$ cat config.mk
export PLATFORM = sky130hd
export DESIGN_NAME = lfu_unpacker
export DESIGN_NICKNAME = d
export VERILOG_FILES = /design/src/lfu_pkg.sv /design/src/lfu_unpacker.sv
export VERILOG_INCLUDE_DIRS = /design/src
export SDC_FILE = /design/constraint.sdc
export NUM_CORES = 1
export LEC_CHECK = 0
export BUFFER_PORTS_ARGS = -buffer_cell sky130_fd_sc_hd__buf_2
export CORE_AREA = 2 2 184 186
export CTS_BUF_LIST = sky130_fd_sc_hd__clkbuf_2
export DETAILED_ROUTE_END_ITERATION = 10
export DIE_AREA = 0 0 186 188
export HOLD_SLACK_MARGIN = 0.1
export PLACE_DENSITY = 0.74
export REMOVE_ABC_BUFFERS = 1
export SETUP_SLACK_MARGIN = 0.15
export SLEW_MARGIN = 20
export SYNTH_ARGS = -nofsm -noshare
export SYNTH_HDL_FRONTEND = slang
export SYNTH_SLANG_ARGS = --single-unit
$ cat constraint.sdc
create_clock -name pclk -period 3.6 [get_ports pclk]
set_input_delay 0.36 -clock pclk [delete_from_list [all_inputs] [get_ports pclk]]
set_output_delay 0.36 -clock pclk [all_outputs]
set_load 0.01 [all_outputs]
$ cat src/lfu_regs.svh
// Register offsets, field positions and reset values of the linear pixel window
`ifndef LFU_REGS_SVH
`define LFU_REGS_SVH
`define LFU_ADDR_MODE    12'h000
`define LFU_ADDR_CONST   12'h004
`define LFU_ADDR_RENDER  12'h008
`define LFU_ADDR_HEIGHT  12'h00c
`define LFU_ADDR_STATUS  12'h010
`define LFU_MODE_RST     17'h00000
`define LFU_CONST_RST    32'h00000000
`define LFU_RENDER_RST   2'h0
`define LFU_HEIGHT_RST   10'h3ff
`define LFU_FMT_HI       3
`define LFU_FMT_LO       0
`define LFU_WBUF_HI      5
`define LFU_WBUF_LO      4
`define LFU_RBUF_HI      7
`define LFU_RBUF_LO      6
`define LFU_PIPE         8
`define LFU_LANE_HI      10
`define LFU_LANE_LO      9
`define LFU_WSWAP        11
`define LFU_WSWIZ        12
`define LFU_YORG         13
`define LFU_WSEL         14
`define LFU_RSWAP        15
`define LFU_RSWIZ        16
`define LFU_RND_YORG     17
`define LFU_RND_ABUF     18
`define LFU_X16_HI       10
`define LFU_X16_LO       2
`define LFU_Y16_HI       20
`define LFU_Y16_LO       11
`define LFU_X32_HI       11
`define LFU_X32_LO       2
`define LFU_Y32_HI       21
`define LFU_Y32_LO       12
`define LFU_RBUF_DEPTH   2'h2
`define LFU_RBUF_RSVD    2'h3
`endif

$ cat src/lfu_pkg.sv
// Types shared by the linear pixel window logic
`default_nettype none
package lfu_pkg;
	typedef enum logic [3:0] {
		LFU_F565 = 4'h0, LFU_F555 = 4'h1, LFU_F1555 = 4'h2, LFU_F888 = 4'h4,
		LFU_F8888 = 4'h5, LFU_Z565 = 4'hc, LFU_Z555 = 4'hd, LFU_Z1555 = 4'he,
		LFU_ZZ = 4'hf
	} lfu_fmt_t;
	typedef enum logic {LFU_IDLE, LFU_SECOND} lfu_beat_t;
endpackage
`default_nettype wire

$ cat src/lfu_unpacker.sv
// Linear pixel window write unpacker and read path with APB register file
`timescale 1ns/1ps
`default_nettype none
`include "lfu_regs.svh"

module lfu_unpacker
	import lfu_pkg::*;
(
	input  wire logic        pclk,
	input  wire logic        presetn,
	input  wire logic        psel,
	input  wire logic        penable,
	input  wire logic        pwrite,
	input  wire logic [11:0] paddr,
	input  wire logic [31:0] pwdata,
	output var  logic [31:0] prdata,
	output logic             pready,
	output logic             pslverr,
	input  wire logic        win_wr_valid,
	output logic             win_wr_ready,
	input  wire logic [21:0] win_wr_addr,
	input  wire logic [31:0] win_wr_data,
	input  wire logic        win_rd_req,
	output logic             win_rd_ready,
	input  wire logic [21:0] win_rd_addr,
	output var  logic        win_rd_valid,
	output var  logic [31:0] win_rd_data,
	output var  logic        mem_rd_req,
	output var  logic [9:0]  mem_rd_x,
	output var  logic [9:0]  mem_rd_y,
	output var  logic [1:0]  mem_rd_buf,
	input  wire logic        mem_rd_valid,
	input  wire logic [31:0] mem_rd_data,
	output var  logic        pix_valid,
	output var  logic [9:0]  pix_x,
	output var  logic [9:0]  pix_y,
	output var  logic [1:0]  pix_buf,
	output var  logic        pix_pipe,
	output var  logic        pix_color_we,
	output var  logic        pix_depth_we,
	output var  logic        pix_alpha_we,
	output var  logic [7:0]  pix_r,
	output var  logic [7:0]  pix_g,
	output var  logic [7:0]  pix_b,
	output var  logic [7:0]  pix_a,
	output var  logic [15:0] pix_depth,
	output var  logic [15:0] pix_w
);
	logic [16:0] linear_access_mode;
	logic [31:0] const_depth_alpha;
	logic [1:0]  pixel_render_mode;
	logic [9:0]  screen_height;
	logic [15:0] discard_count;
	lfu_beat_t   beat;
	logic [15:0] hold_hi;
	logic [16:0] hold_mode;
	logic [9:0]  hold_x;
	logic [9:0]  hold_y;
	logic        rd_busy;
	logic [3:0]  out_fmt;

	// Colour unpack of one pixel: channel order set by the lane field
	function automatic logic [31:0] lfu_colour(input logic [31:0] w, input logic [3:0] fmt,
		input logic [1:0] lane);
		logic [7:0] a;
		logic [7:0] c0;
		logic [7:0] g;
		logic [7:0] c2;
		a = 8'hff;
		case (fmt)
			LFU_F565, LFU_Z565: begin
				c0 = {w[15:11], w[15:13]};
				g  = {w[10:5], w[10:9]};
				c2 = {w[4:0], w[4:2]};
			end
			LFU_F555, LFU_F1555, LFU_Z555, LFU_Z1555: begin
				if (!lane[1]) begin
					c0 = {w[14:10], w[14:12]};
					g  = {w[9:5], w[9:7]};
					c2 = {w[4:0], w[4:2]};
					a  = {8{w[15]}};
				end else begin
					c0 = {w[15:11], w[15:13]};
					g  = {w[10:6], w[10:8]};
					c2 = {w[5:1], w[5:3]};
					a  = {8{w[0]}};
				end
			end
			default: begin
				if (!lane[1]) begin
					a  = w[31:24];
					c0 = w[23:16];
					g  = w[15:8];
					c2 = w[7:0];
				end else begin
					c0 = w[31:24];
					g  = w[23:16];
					c2 = w[15:8];
					a  = w[7:0];
				end
			end
		endcase
		return lane[0] ? {a, c2, g, c0} : {a, c0, g, c2};
	endfunction

	// APB access decode
	logic wr_en;
	logic mapped;
	assign wr_en  = psel && penable && pwrite;
	assign pready = 1'b1;
	always_comb begin
		if (paddr == `LFU_ADDR_MODE) begin
			mapped = 1'b1;
		end else if (paddr == `LFU_ADDR_CONST) begin
			mapped = 1'b1;
		end else if (paddr == `LFU_ADDR_RENDER) begin
			mapped = 1'b1;
		end else if (paddr == `LFU_ADDR_HEIGHT) begin
			mapped = 1'b1;
		end else if (paddr == `LFU_ADDR_STATUS) begin
			mapped = 1'b1;
		end else begin
			mapped = 1'b0;
		end
	end
	assign pslverr = psel && penable && !mapped;

	always_ff @(posedge pclk or negedge presetn) begin
		if (!presetn) begin
			linear_access_mode <= `LFU_MODE_RST;
			const_depth_alpha  <= `LFU_CONST_RST;
			pixel_render_mode  <= `LFU_RENDER_RST;
			screen_height      <= `LFU_HEIGHT_RST;
		end else if (wr_en) begin
			if (paddr == `LFU_ADDR_MODE) begin
				linear_access_mode <= pwdata[16:0];
			end else if (paddr == `LFU_ADDR_CONST) begin
				const_depth_alpha <= pwdata;
			end else if (paddr == `LFU_ADDR_RENDER) begin
				pixel_render_mode <= pwdata[`LFU_RND_ABUF:`LFU_RND_YORG];
			end else if (paddr == `LFU_ADDR_HEIGHT) begin
				screen_height <= pwdata[9:0];
			end
		end
	end

	// Read data is latched in the setup phase so that it comes from a flip-flop
	always_ff @(posedge pclk or negedge presetn) begin
		if (!presetn) begin
			prdata <= 32'h0;
		end else if (psel && !penable) begin
			if (paddr == `LFU_ADDR_MODE) begin
				prdata <= {15'h0, linear_access_mode};
			end else if (paddr == `LFU_ADDR_CONST) begin
				prdata <= const_depth_alpha;
			end else if (paddr == `LFU_ADDR_RENDER) begin
				prdata <= {13'h0, pixel_render_mode, 17'h0};
			end else if (paddr == `LFU_ADDR_HEIGHT) begin
				prdata <= {22'h0, screen_height};
			end else if (paddr == `LFU_ADDR_STATUS) begin
				prdata <= {discard_count, 14'h0, rd_busy, beat == LFU_SECOND};
			end else begin
				prdata <= 32'h0;
			end
		end
	end

	// Incoming word: swizzle, then half swap (skipped for 32-bit colour)
	logic [3:0]  in_fmt;
	logic [31:0] swz_word;
	logic [31:0] proc_word;
	logic        swap_en;
	logic        two_pix;
	logic        discard;
	logic        acc;
	logic        flip_w;
	logic [9:0]  raw_x;
	logic [9:0]  raw_y;
	logic [9:0]  fin_y;
	assign in_fmt   = linear_access_mode[`LFU_FMT_HI:`LFU_FMT_LO];
	assign swz_word = linear_access_mode[`LFU_WSWIZ] ?
		{win_wr_data[7:0], win_wr_data[15:8], win_wr_data[23:16], win_wr_data[31:24]} :
		win_wr_data;
	assign swap_en  = linear_access_mode[`LFU_WSWAP] && in_fmt != LFU_F888 &&
		in_fmt != LFU_F8888;
	assign proc_word = swap_en ? {swz_word[15:0], swz_word[31:16]} : swz_word;
	assign two_pix  = in_fmt == LFU_F565 || in_fmt == LFU_F555 || in_fmt == LFU_F1555 ||
		in_fmt == LFU_ZZ;
	assign discard  = !(two_pix || in_fmt == LFU_F888 || in_fmt == LFU_F8888 ||
		in_fmt == LFU_Z565 || in_fmt == LFU_Z555 || in_fmt == LFU_Z1555) ||
		linear_access_mode[`LFU_WBUF_HI];
	assign win_wr_ready = beat == LFU_IDLE;
	assign acc      = win_wr_valid && win_wr_ready;
	// Offset to x,y: 16-bit pixels pair on an even x, 32-bit pixels take a word each
	assign raw_x = two_pix ? {win_wr_addr[`LFU_X16_HI:`LFU_X16_LO], 1'b0} :
		win_wr_addr[`LFU_X32_HI:`LFU_X32_LO];
	assign raw_y = two_pix ? win_wr_addr[`LFU_Y16_HI:`LFU_Y16_LO] :
		win_wr_addr[`LFU_Y32_HI:`LFU_Y32_LO];
	assign flip_w = linear_access_mode[`LFU_PIPE] ? pixel_render_mode[0] :
		linear_access_mode[`LFU_YORG];
	assign fin_y = flip_w ? screen_height - raw_y : raw_y;

	// Second beat carries the upper half of a packed word
	always_ff @(posedge pclk or negedge presetn) begin
		if (!presetn) begin
			beat <= LFU_IDLE;
		end else begin
			case (beat)
				LFU_IDLE: begin
					if (acc && two_pix && !discard) begin
						beat <= LFU_SECOND;
					end
				end
				default: begin
					beat <= LFU_IDLE;
				end
			endcase
		end
	end

	always_ff @(posedge pclk or negedge presetn) begin
		if (!presetn) begin
			hold_hi   <= 16'h0;
			hold_mode <= `LFU_MODE_RST;
			hold_x    <= 10'h0;
			hold_y    <= 10'h0;
		end else if (acc) begin
			hold_hi   <= proc_word[31:16];
			hold_mode <= linear_access_mode;
			hold_x    <= raw_x + 10'h1;
			hold_y    <= fin_y;
		end
	end

	always_ff @(posedge pclk or negedge presetn) begin
		if (!presetn) begin
			discard_count <= 16'h0;
		end else if (acc && discard) begin
			discard_count <= discard_count + 16'h1;
		end
	end

	// Per-pixel field build for the current beat
	logic        second;
	logic [16:0] cur_mode;
	logic [31:0] cur_word;
	logic [3:0]  cur_fmt;
	logic [31:0] cur_col;
	logic        has_alpha;
	logic        has_depth;
	logic        abuf;
	logic [15:0] next_depth;
	logic [7:0]  next_alpha;
	logic [15:0] next_w;
	logic        next_cwe;
	logic        next_dwe;
	logic        next_awe;
	assign second   = beat == LFU_SECOND;
	assign cur_mode = second ? hold_mode : linear_access_mode;
	assign cur_word = second ? {16'h0, hold_hi} : proc_word;
	assign cur_fmt  = cur_mode[`LFU_FMT_HI:`LFU_FMT_LO];
	assign cur_col  = lfu_colour(cur_word, cur_fmt, cur_mode[`LFU_LANE_HI:`LFU_LANE_LO]);
	assign has_alpha = cur_fmt == LFU_F1555 || cur_fmt == LFU_F8888 || cur_fmt == LFU_Z1555;
	assign has_depth = cur_fmt[3:2] == 2'h3;
	assign abuf      = pixel_render_mode[1];

	always_comb begin
		next_depth = cur_fmt == LFU_ZZ ? cur_word[15:0] : cur_word[31:16];
		next_alpha = cur_col[31:24];
		if (cur_mode[`LFU_PIPE]) begin
			if (!has_depth) begin
				next_depth = const_depth_alpha[15:0];
			end
			if (!has_alpha) begin
				next_alpha = const_depth_alpha[31:24];
			end
			next_cwe = 1'b1;
			next_dwe = 1'b1;
			next_awe = 1'b1;
			next_w   = cur_mode[`LFU_WSEL] ? const_depth_alpha[15:0] : next_depth;
		end else begin
			next_cwe = cur_fmt != LFU_ZZ;
			next_dwe = has_depth && !(cur_fmt == LFU_Z1555 && abuf);
			next_awe = has_alpha && abuf;
			next_w   = next_depth;
		end
	end

	always_ff @(posedge pclk or negedge presetn) begin
		if (!presetn) begin
			pix_valid    <= 1'b0;
			pix_x        <= 10'h0;
			pix_y        <= 10'h0;
			pix_buf      <= 2'h0;
			pix_pipe     <= 1'b0;
			pix_color_we <= 1'b0;
			pix_depth_we <= 1'b0;
			pix_alpha_we <= 1'b0;
			pix_r        <= 8'h0;
			pix_g        <= 8'h0;
			pix_b        <= 8'h0;
			pix_a        <= 8'h0;
			pix_depth    <= 16'h0;
			pix_w        <= 16'h0;
			out_fmt      <= 4'h0;
		end else begin
			pix_valid <= (acc && !discard) || second;
			if ((acc && !discard) || second) begin
				pix_x        <= second ? hold_x : raw_x;
				pix_y        <= second ? hold_y : fin_y;
				pix_buf      <= cur_mode[`LFU_WBUF_HI:`LFU_WBUF_LO];
				pix_pipe     <= cur_mode[`LFU_PIPE];
				pix_color_we <= next_cwe;
				pix_depth_we <= next_dwe;
				pix_alpha_we <= next_awe;
				pix_r        <= cur_fmt == LFU_ZZ ? 8'h0 : cur_col[23:16];
				pix_g        <= cur_fmt == LFU_ZZ ? 8'h0 : cur_col[15:8];
				pix_b        <= cur_fmt == LFU_ZZ ? 8'h0 : cur_col[7:0];
				pix_a        <= next_alpha;
				pix_depth    <= next_depth;
				pix_w        <= next_w;
				out_fmt      <= cur_fmt;
			end
		end
	end

	// Read path: one read outstanding; a reserved buffer answers zero at once
	logic       rd_acc;
	logic [1:0] rd_buf;
	logic [9:0] rd_y;
	logic       rd_rsvd;
	logic [31:0] rd_swz;
	assign win_rd_ready = !rd_busy;
	assign rd_acc  = win_rd_req && !rd_busy;
	assign rd_buf  = linear_access_mode[`LFU_RBUF_HI:`LFU_RBUF_LO];
	assign rd_y    = linear_access_mode[`LFU_YORG] ?
		screen_height - win_rd_addr[`LFU_Y16_HI:`LFU_Y16_LO] :
		win_rd_addr[`LFU_Y16_HI:`LFU_Y16_LO];
	assign rd_rsvd = rd_buf == `LFU_RBUF_RSVD;
	assign rd_swz  = linear_access_mode[`LFU_RSWIZ] ?
		{mem_rd_data[7:0], mem_rd_data[15:8], mem_rd_data[23:16], mem_rd_data[31:24]} :
		mem_rd_data;

	always_ff @(posedge pclk or negedge presetn) begin
		if (!presetn) begin
			rd_busy      <= 1'b0;
			mem_rd_req   <= 1'b0;
			mem_rd_x     <= 10'h0;
			mem_rd_y     <= 10'h0;
			mem_rd_buf   <= 2'h0;
			win_rd_valid <= 1'b0;
			win_rd_data  <= 32'h0;
		end else begin
			mem_rd_req   <= rd_acc && !rd_rsvd;
			win_rd_valid <= (rd_acc && rd_rsvd) || (rd_busy && mem_rd_valid);
			if (rd_acc) begin
				rd_busy    <= !rd_rsvd;
				mem_rd_x   <= {win_rd_addr[`LFU_X16_HI:`LFU_X16_LO], 1'b0};
				mem_rd_y   <= rd_y;
				mem_rd_buf <= rd_buf;
				win_rd_data <= 32'h0;
			end else if (rd_busy && mem_rd_valid) begin
				rd_busy     <= 1'b0;
				win_rd_data <= linear_access_mode[`LFU_RSWAP] ?
					{rd_swz[15:0], rd_swz[31:16]} : rd_swz;
			end
		end
	end

	property p_reserved_drop;
		@(posedge pclk) disable iff (!presetn)
		acc && discard |=> !pix_valid;
	endproperty
	a_reserved_drop: assert property (p_reserved_drop) else $error("reserved write produced a pixel");

	property p_zz_no_colour;
		@(posedge pclk) disable iff (!presetn)
		pix_valid && !pix_pipe && out_fmt == 4'hf |-> !pix_color_we && pix_depth_we;
	endproperty
	a_zz_no_colour: assert property (p_zz_no_colour) else $error("depth-only format wrote colour");

	property p_colour_no_depth;
		@(posedge pclk) disable iff (!presetn)
		pix_valid && !pix_pipe && (out_fmt <= 4'h2 || out_fmt == 4'h4) |-> !pix_depth_we && pix_color_we;
	endproperty
	a_colour_no_depth: assert property (p_colour_no_depth) else $error("colour format wrote depth");

	property p_zc_both;
		@(posedge pclk) disable iff (!presetn)
		pix_valid && !pix_pipe && (out_fmt == 4'hc || out_fmt == 4'hd) |-> pix_color_we && pix_depth_we;
	endproperty
	a_zc_both: assert property (p_zc_both) else $error("depth+colour format missed a buffer");

	property p_z1555_one;
		@(posedge pclk) disable iff (!presetn)
		pix_valid && !pix_pipe && out_fmt == 4'he |-> pix_depth_we != pix_alpha_we;
	endproperty
	a_z1555_one: assert property (p_z1555_one) else $error("format 14 kept both depth and alpha");

	property p_pipe_all;
		@(posedge pclk) disable iff (!presetn)
		pix_valid && pix_pipe |-> pix_color_we && pix_depth_we && pix_alpha_we;
	endproperty
	a_pipe_all: assert property (p_pipe_all) else $error("pipeline pixel lacks an enable");

	property p_pair;
		@(posedge pclk) disable iff (!presetn)
		acc && two_pix && !discard |=> (pix_valid && !win_wr_ready) ##1
			(pix_valid && pix_x == $past(pix_x) + 10'h1);
	endproperty
	a_pair: assert property (p_pair) else $error("packed word did not give two pixels");

	property p_wconst;
		@(posedge pclk) disable iff (!presetn)
		acc && !discard && linear_access_mode[`LFU_PIPE] && linear_access_mode[`LFU_WSEL]
			|=> pix_w == $past(const_depth_alpha[15:0]);
	endproperty
	a_wconst: assert property (p_wconst) else $error("W not taken from constant");

	property p_rd_answer;
		@(posedge pclk) disable iff (!presetn)
		rd_acc && rd_rsvd |=> win_rd_valid && win_rd_data == 32'h0 && !mem_rd_req;
	endproperty
	a_rd_answer: assert property (p_rd_answer) else $error("reserved read not answered");

	c_pair: cover property (@(posedge pclk) disable iff (!presetn) acc && two_pix ##1 second);
	c_z1555: cover property (@(posedge pclk) disable iff (!presetn) pix_valid && out_fmt == 4'he);
	c_pipe: cover property (@(posedge pclk) disable iff (!presetn) pix_valid && pix_pipe);
	c_read: cover property (@(posedge pclk) disable iff (!presetn) mem_rd_req ##[1:4] win_rd_valid);
endmodule
`default_nettype wire

==> results.toml <==
[outcome]
outcome = "completed"

[clock_network]
cts_made_buffers = 80
clkTransAtPathRegs_ns = 0.10
clockBufferDepth = 3
cts_tree = "done"
clock_latency_ns = 0.87
cts.sinks = 303
cts_root_buf = "clkbuf_2"
htree_num_levels = 3

[global_route]
overflow = 0
gr-usage-all-layers = 0.306
grt_pass1_vias = 15800
grt_max_degree = 84
antenna_found_initial = 6
grt_pass1_wl_mm = 84.0

[synthesis]
synth_top_cell_by_area = "dfrtp_1"
seq_area_frac_synth = 0.464
synth_enable_flop_cells = 0
synth-main-ff-cell = "dfrtp_1"
yosysWarnings = 0
yosysUniqueCellTypes = 62
synth.most_common_cell = "dfrtp_1"
yosysTopAreaCellShare = 0.448
synthArstFlopShare = 1.00
avgSynthCellArea_sq_um = 9.78
postSynthCellCount = 1673
netlist_area_sq_mm = 0.0164
ys_ff_latch = 303
netlist_top_cells_count = "dfrtp_1, nand2_1, o21ai_0, mux2i_1, a21oi_1"
yosys-top-cells-area = "dfrtp_1, mux2i_1, mux2_2"

[worst_hold_path]
holdCritPathClass = "in2reg"

[timing]
worstMarginPinSlew_ns = 0.977
fin_crit_ns = 3.30
maxSlewHeadroom = 0.330
whs_ns = 0.245
maxSlewViolCount = 0
timing.fmax_mhz = 303
fin_skew_ns = 0.0443
setup_viol = 0
timing.final.ws_setup_ns = 0.304
hold_viol = 0
timing.final.crit_share = 0.916
setup-tns-final_ns = 0
rsz0062_at_grt = "yes"

[detailed_routing]
drt.antenna.violating_nets = 0
drt-initial-drc-count = 1207
avgRoutedWirePerCell_microns = 19.5
vias_per_cell = 5.64
routed_wl_mm = 53.4
firstDrtPassIters = 5
dr_total_vias = 15400
route.detailed.drc = 0

[die]
coreArea_sq_mm = 0.0331
die_y_microns = 188
die_area_sq_mm = 0.0350
fp-row-count = 67
die_w_microns = 186
initial_core_util = 0.494
io_pins = 343

[pwr]
power.density_mw_per_mm2 = 380
intPower_mw = 5.51
p_leak_nw = 10.4
p_switching_mw = 2.63
clock_power_share = 0.303
vdd_drop_max_v = 0.000249
finalPower_mw = 8.14
seqPwrFrac = 0.481
comb_power_share = 0.216
p_sw_frac = 0.323

[layout]
fin_util = 0.647
nNetsFinal = 2408
drive_gt1_frac = 0.300
post-route-cell-area_sq_mm = 0.0214
num-fill-cells = 2688
syn_to_final_growth_pct = 31.0
stdcell_count = 2736

[worst_setup_path]
crit_arrival_ns = 3.99
critPathRequiredTime_ns = 4.30
start_kind = "flop"
worst-setup-path-type = "reg2reg"
endpoint_kind = "flop"
crit_fanout = 6

[placed_design]
gp_congestion = 0.907
dp_hpwl_mm = 35.7
post_dp_cell_area_sq_mm = 0.0186
port_buffers = 335
post-place-ws_ns = 0.145
dpl.cell_count = 2387

[job]
cap_violations = 0
==> power by group through the flow <==
| stage | registers [mW] | clock network (mW) | logic [mW] |
|---|---|---|---|
| 6_report | 3.91 | 2.46 | 1.76 |
| 2_1_floorplan | 4.08 | 0 | 0.631 |
| 5_1_grt | 3.95 | 2.72 | 1.92 |
| 3_5_place_dp | 3.97 | 0 | 1.50 |
| 3_3_place_gp | 3.96 | 0 | 1.47 |
| 4_1_cts | 3.91 | 2.52 | 1.72 |
==> logic make-up (layout without fill, tap and decap cells) <==
kind of cell,Yosys count,in the layout,synth area share
AOI/OAI and AO/OA,429,429,0.153
xor gates and xnor gates,37,37,0.0198
adders and majority gates,22,22,0.0176
buffers and inverters,143,751,0.0361
DFF,303,303,0.464
muxes,265,265,0.185
other,2,9,0.000459
and+or+nand+nor,472,472,0.124
==> path summary, 6_finish.rpt <==
kind	startpoint	end	slack [ns]	cells past startpoint
worst max-delay path	linear_access_mode[0]$_DFFE_PN0P_	pix_y[8]$_DFFE_PN0P_	0.30	14
worst min-delay path	win_wr_addr[11]	hold_y[0]$_DFFE_PN0P_	0.24	5
worst max register to register	linear_access_mode[0]$_DFFE_PN0P_	pix_y[8]$_DFFE_PN0P_	0.30	14
worst min register to register	hold_y[1]$_DFFE_PN0P_	pix_y[1]$_DFFE_PN0P_	0.47	2
max in group asynchronous	presetn	const_depth_alpha[30]$_DFFE_PN0P_	2.22	4
min in group asynchronous	presetn	screen_height[0]$_DFFE_PN1P_	0.62	3
==> routing by layer <==
layer  global-route usage  share of wire
met5                    0              0
met4                0.147          0.043
met3               0.0627          0.075
met2                0.485           0.47
met1                0.402           0.41
==> flip-flops by register name, indices dropped and copies added (netlist names), 9 cells and up <==
name and count:
hold_hi 16, pix_w 16, hold_x 10, discard_count 16
screen_height 10, hold_mode 10, hold_y 10, pix_depth 16
pix_x 10, win_rd_data 32, prdata 32, mem_rd_y 10
mem_rd_x 9, const_depth_alpha 32, linear_access_mode 17, pix_y 10
==> placed cells by master (no fill, tap or decap), types with 9 or more instances in the layout <==
cell,Yosys,routed
a21oi_1,129,127
a22oi_1,22,22
a31oi_1,20,20
buf_2,19,334
buf_4,4,48
clkbuf_2,0,119
clkinv_1,1,12
dfrtp_1,293,291
dfstp_2,10,10
dlygate4sd3_1,0,203
ha_1,19,18
inv_1,23,22
mux2_2,115,115
mux2i_1,131,129
mux4_2,18,18
nand2_1,243,242
nand2b_1,13,12
nand3_1,29,29
nor2_1,118,116
nor3_1,15,14
o21ai_0,168,166
o221ai_1,17,17
o22ai_1,13,13
o31ai_1,12,12
or3_1,9,9
xnor2_1,21,21
xor2_1,16,16
==> final cells by class <==
type	count	area [sq um]	share of cell area
Multi-Input combinational cell	1227	8270	0.386
Antenna cell	7	17.5	0.000817
Clock inverter	17	119	0.00555
Timing Repair Buffer	591	4180	0.195
Inverter	24	90.1	0.00420
Tap cell	448	561	0.0262
Sequential cell	303	7600	0.355
Clock buffer	119	596	0.0278
==> repair_timing <==
item	in CTS	in global routing
endpoints found under the hold margin	420	0
gates cloned	0	0
hold buffers	204	0
resized for setup	2	9
setup buffers	0	2
pin swaps	0	3
setup endpoints to repair	4	12
==> critical path, cell delays in order (launching register included) <==
cell and delay (ns):
dfrtp_1 0.45, nand2_1 0.11, nand2b_1 0.10, o21ai_4 0.20
mux2_2 0.38, ha_1 0.21, fa_1 0.41, inv_1 0.07
a21oi_1 0.06, maj3_1 0.41, o21ai_2 0.19, a31oi_1 0.12
xnor2_1 0.13, a21oi_1 0.18, o21ai_0 0.12
No activity file was read; power rests on OpenSTA's default activity.
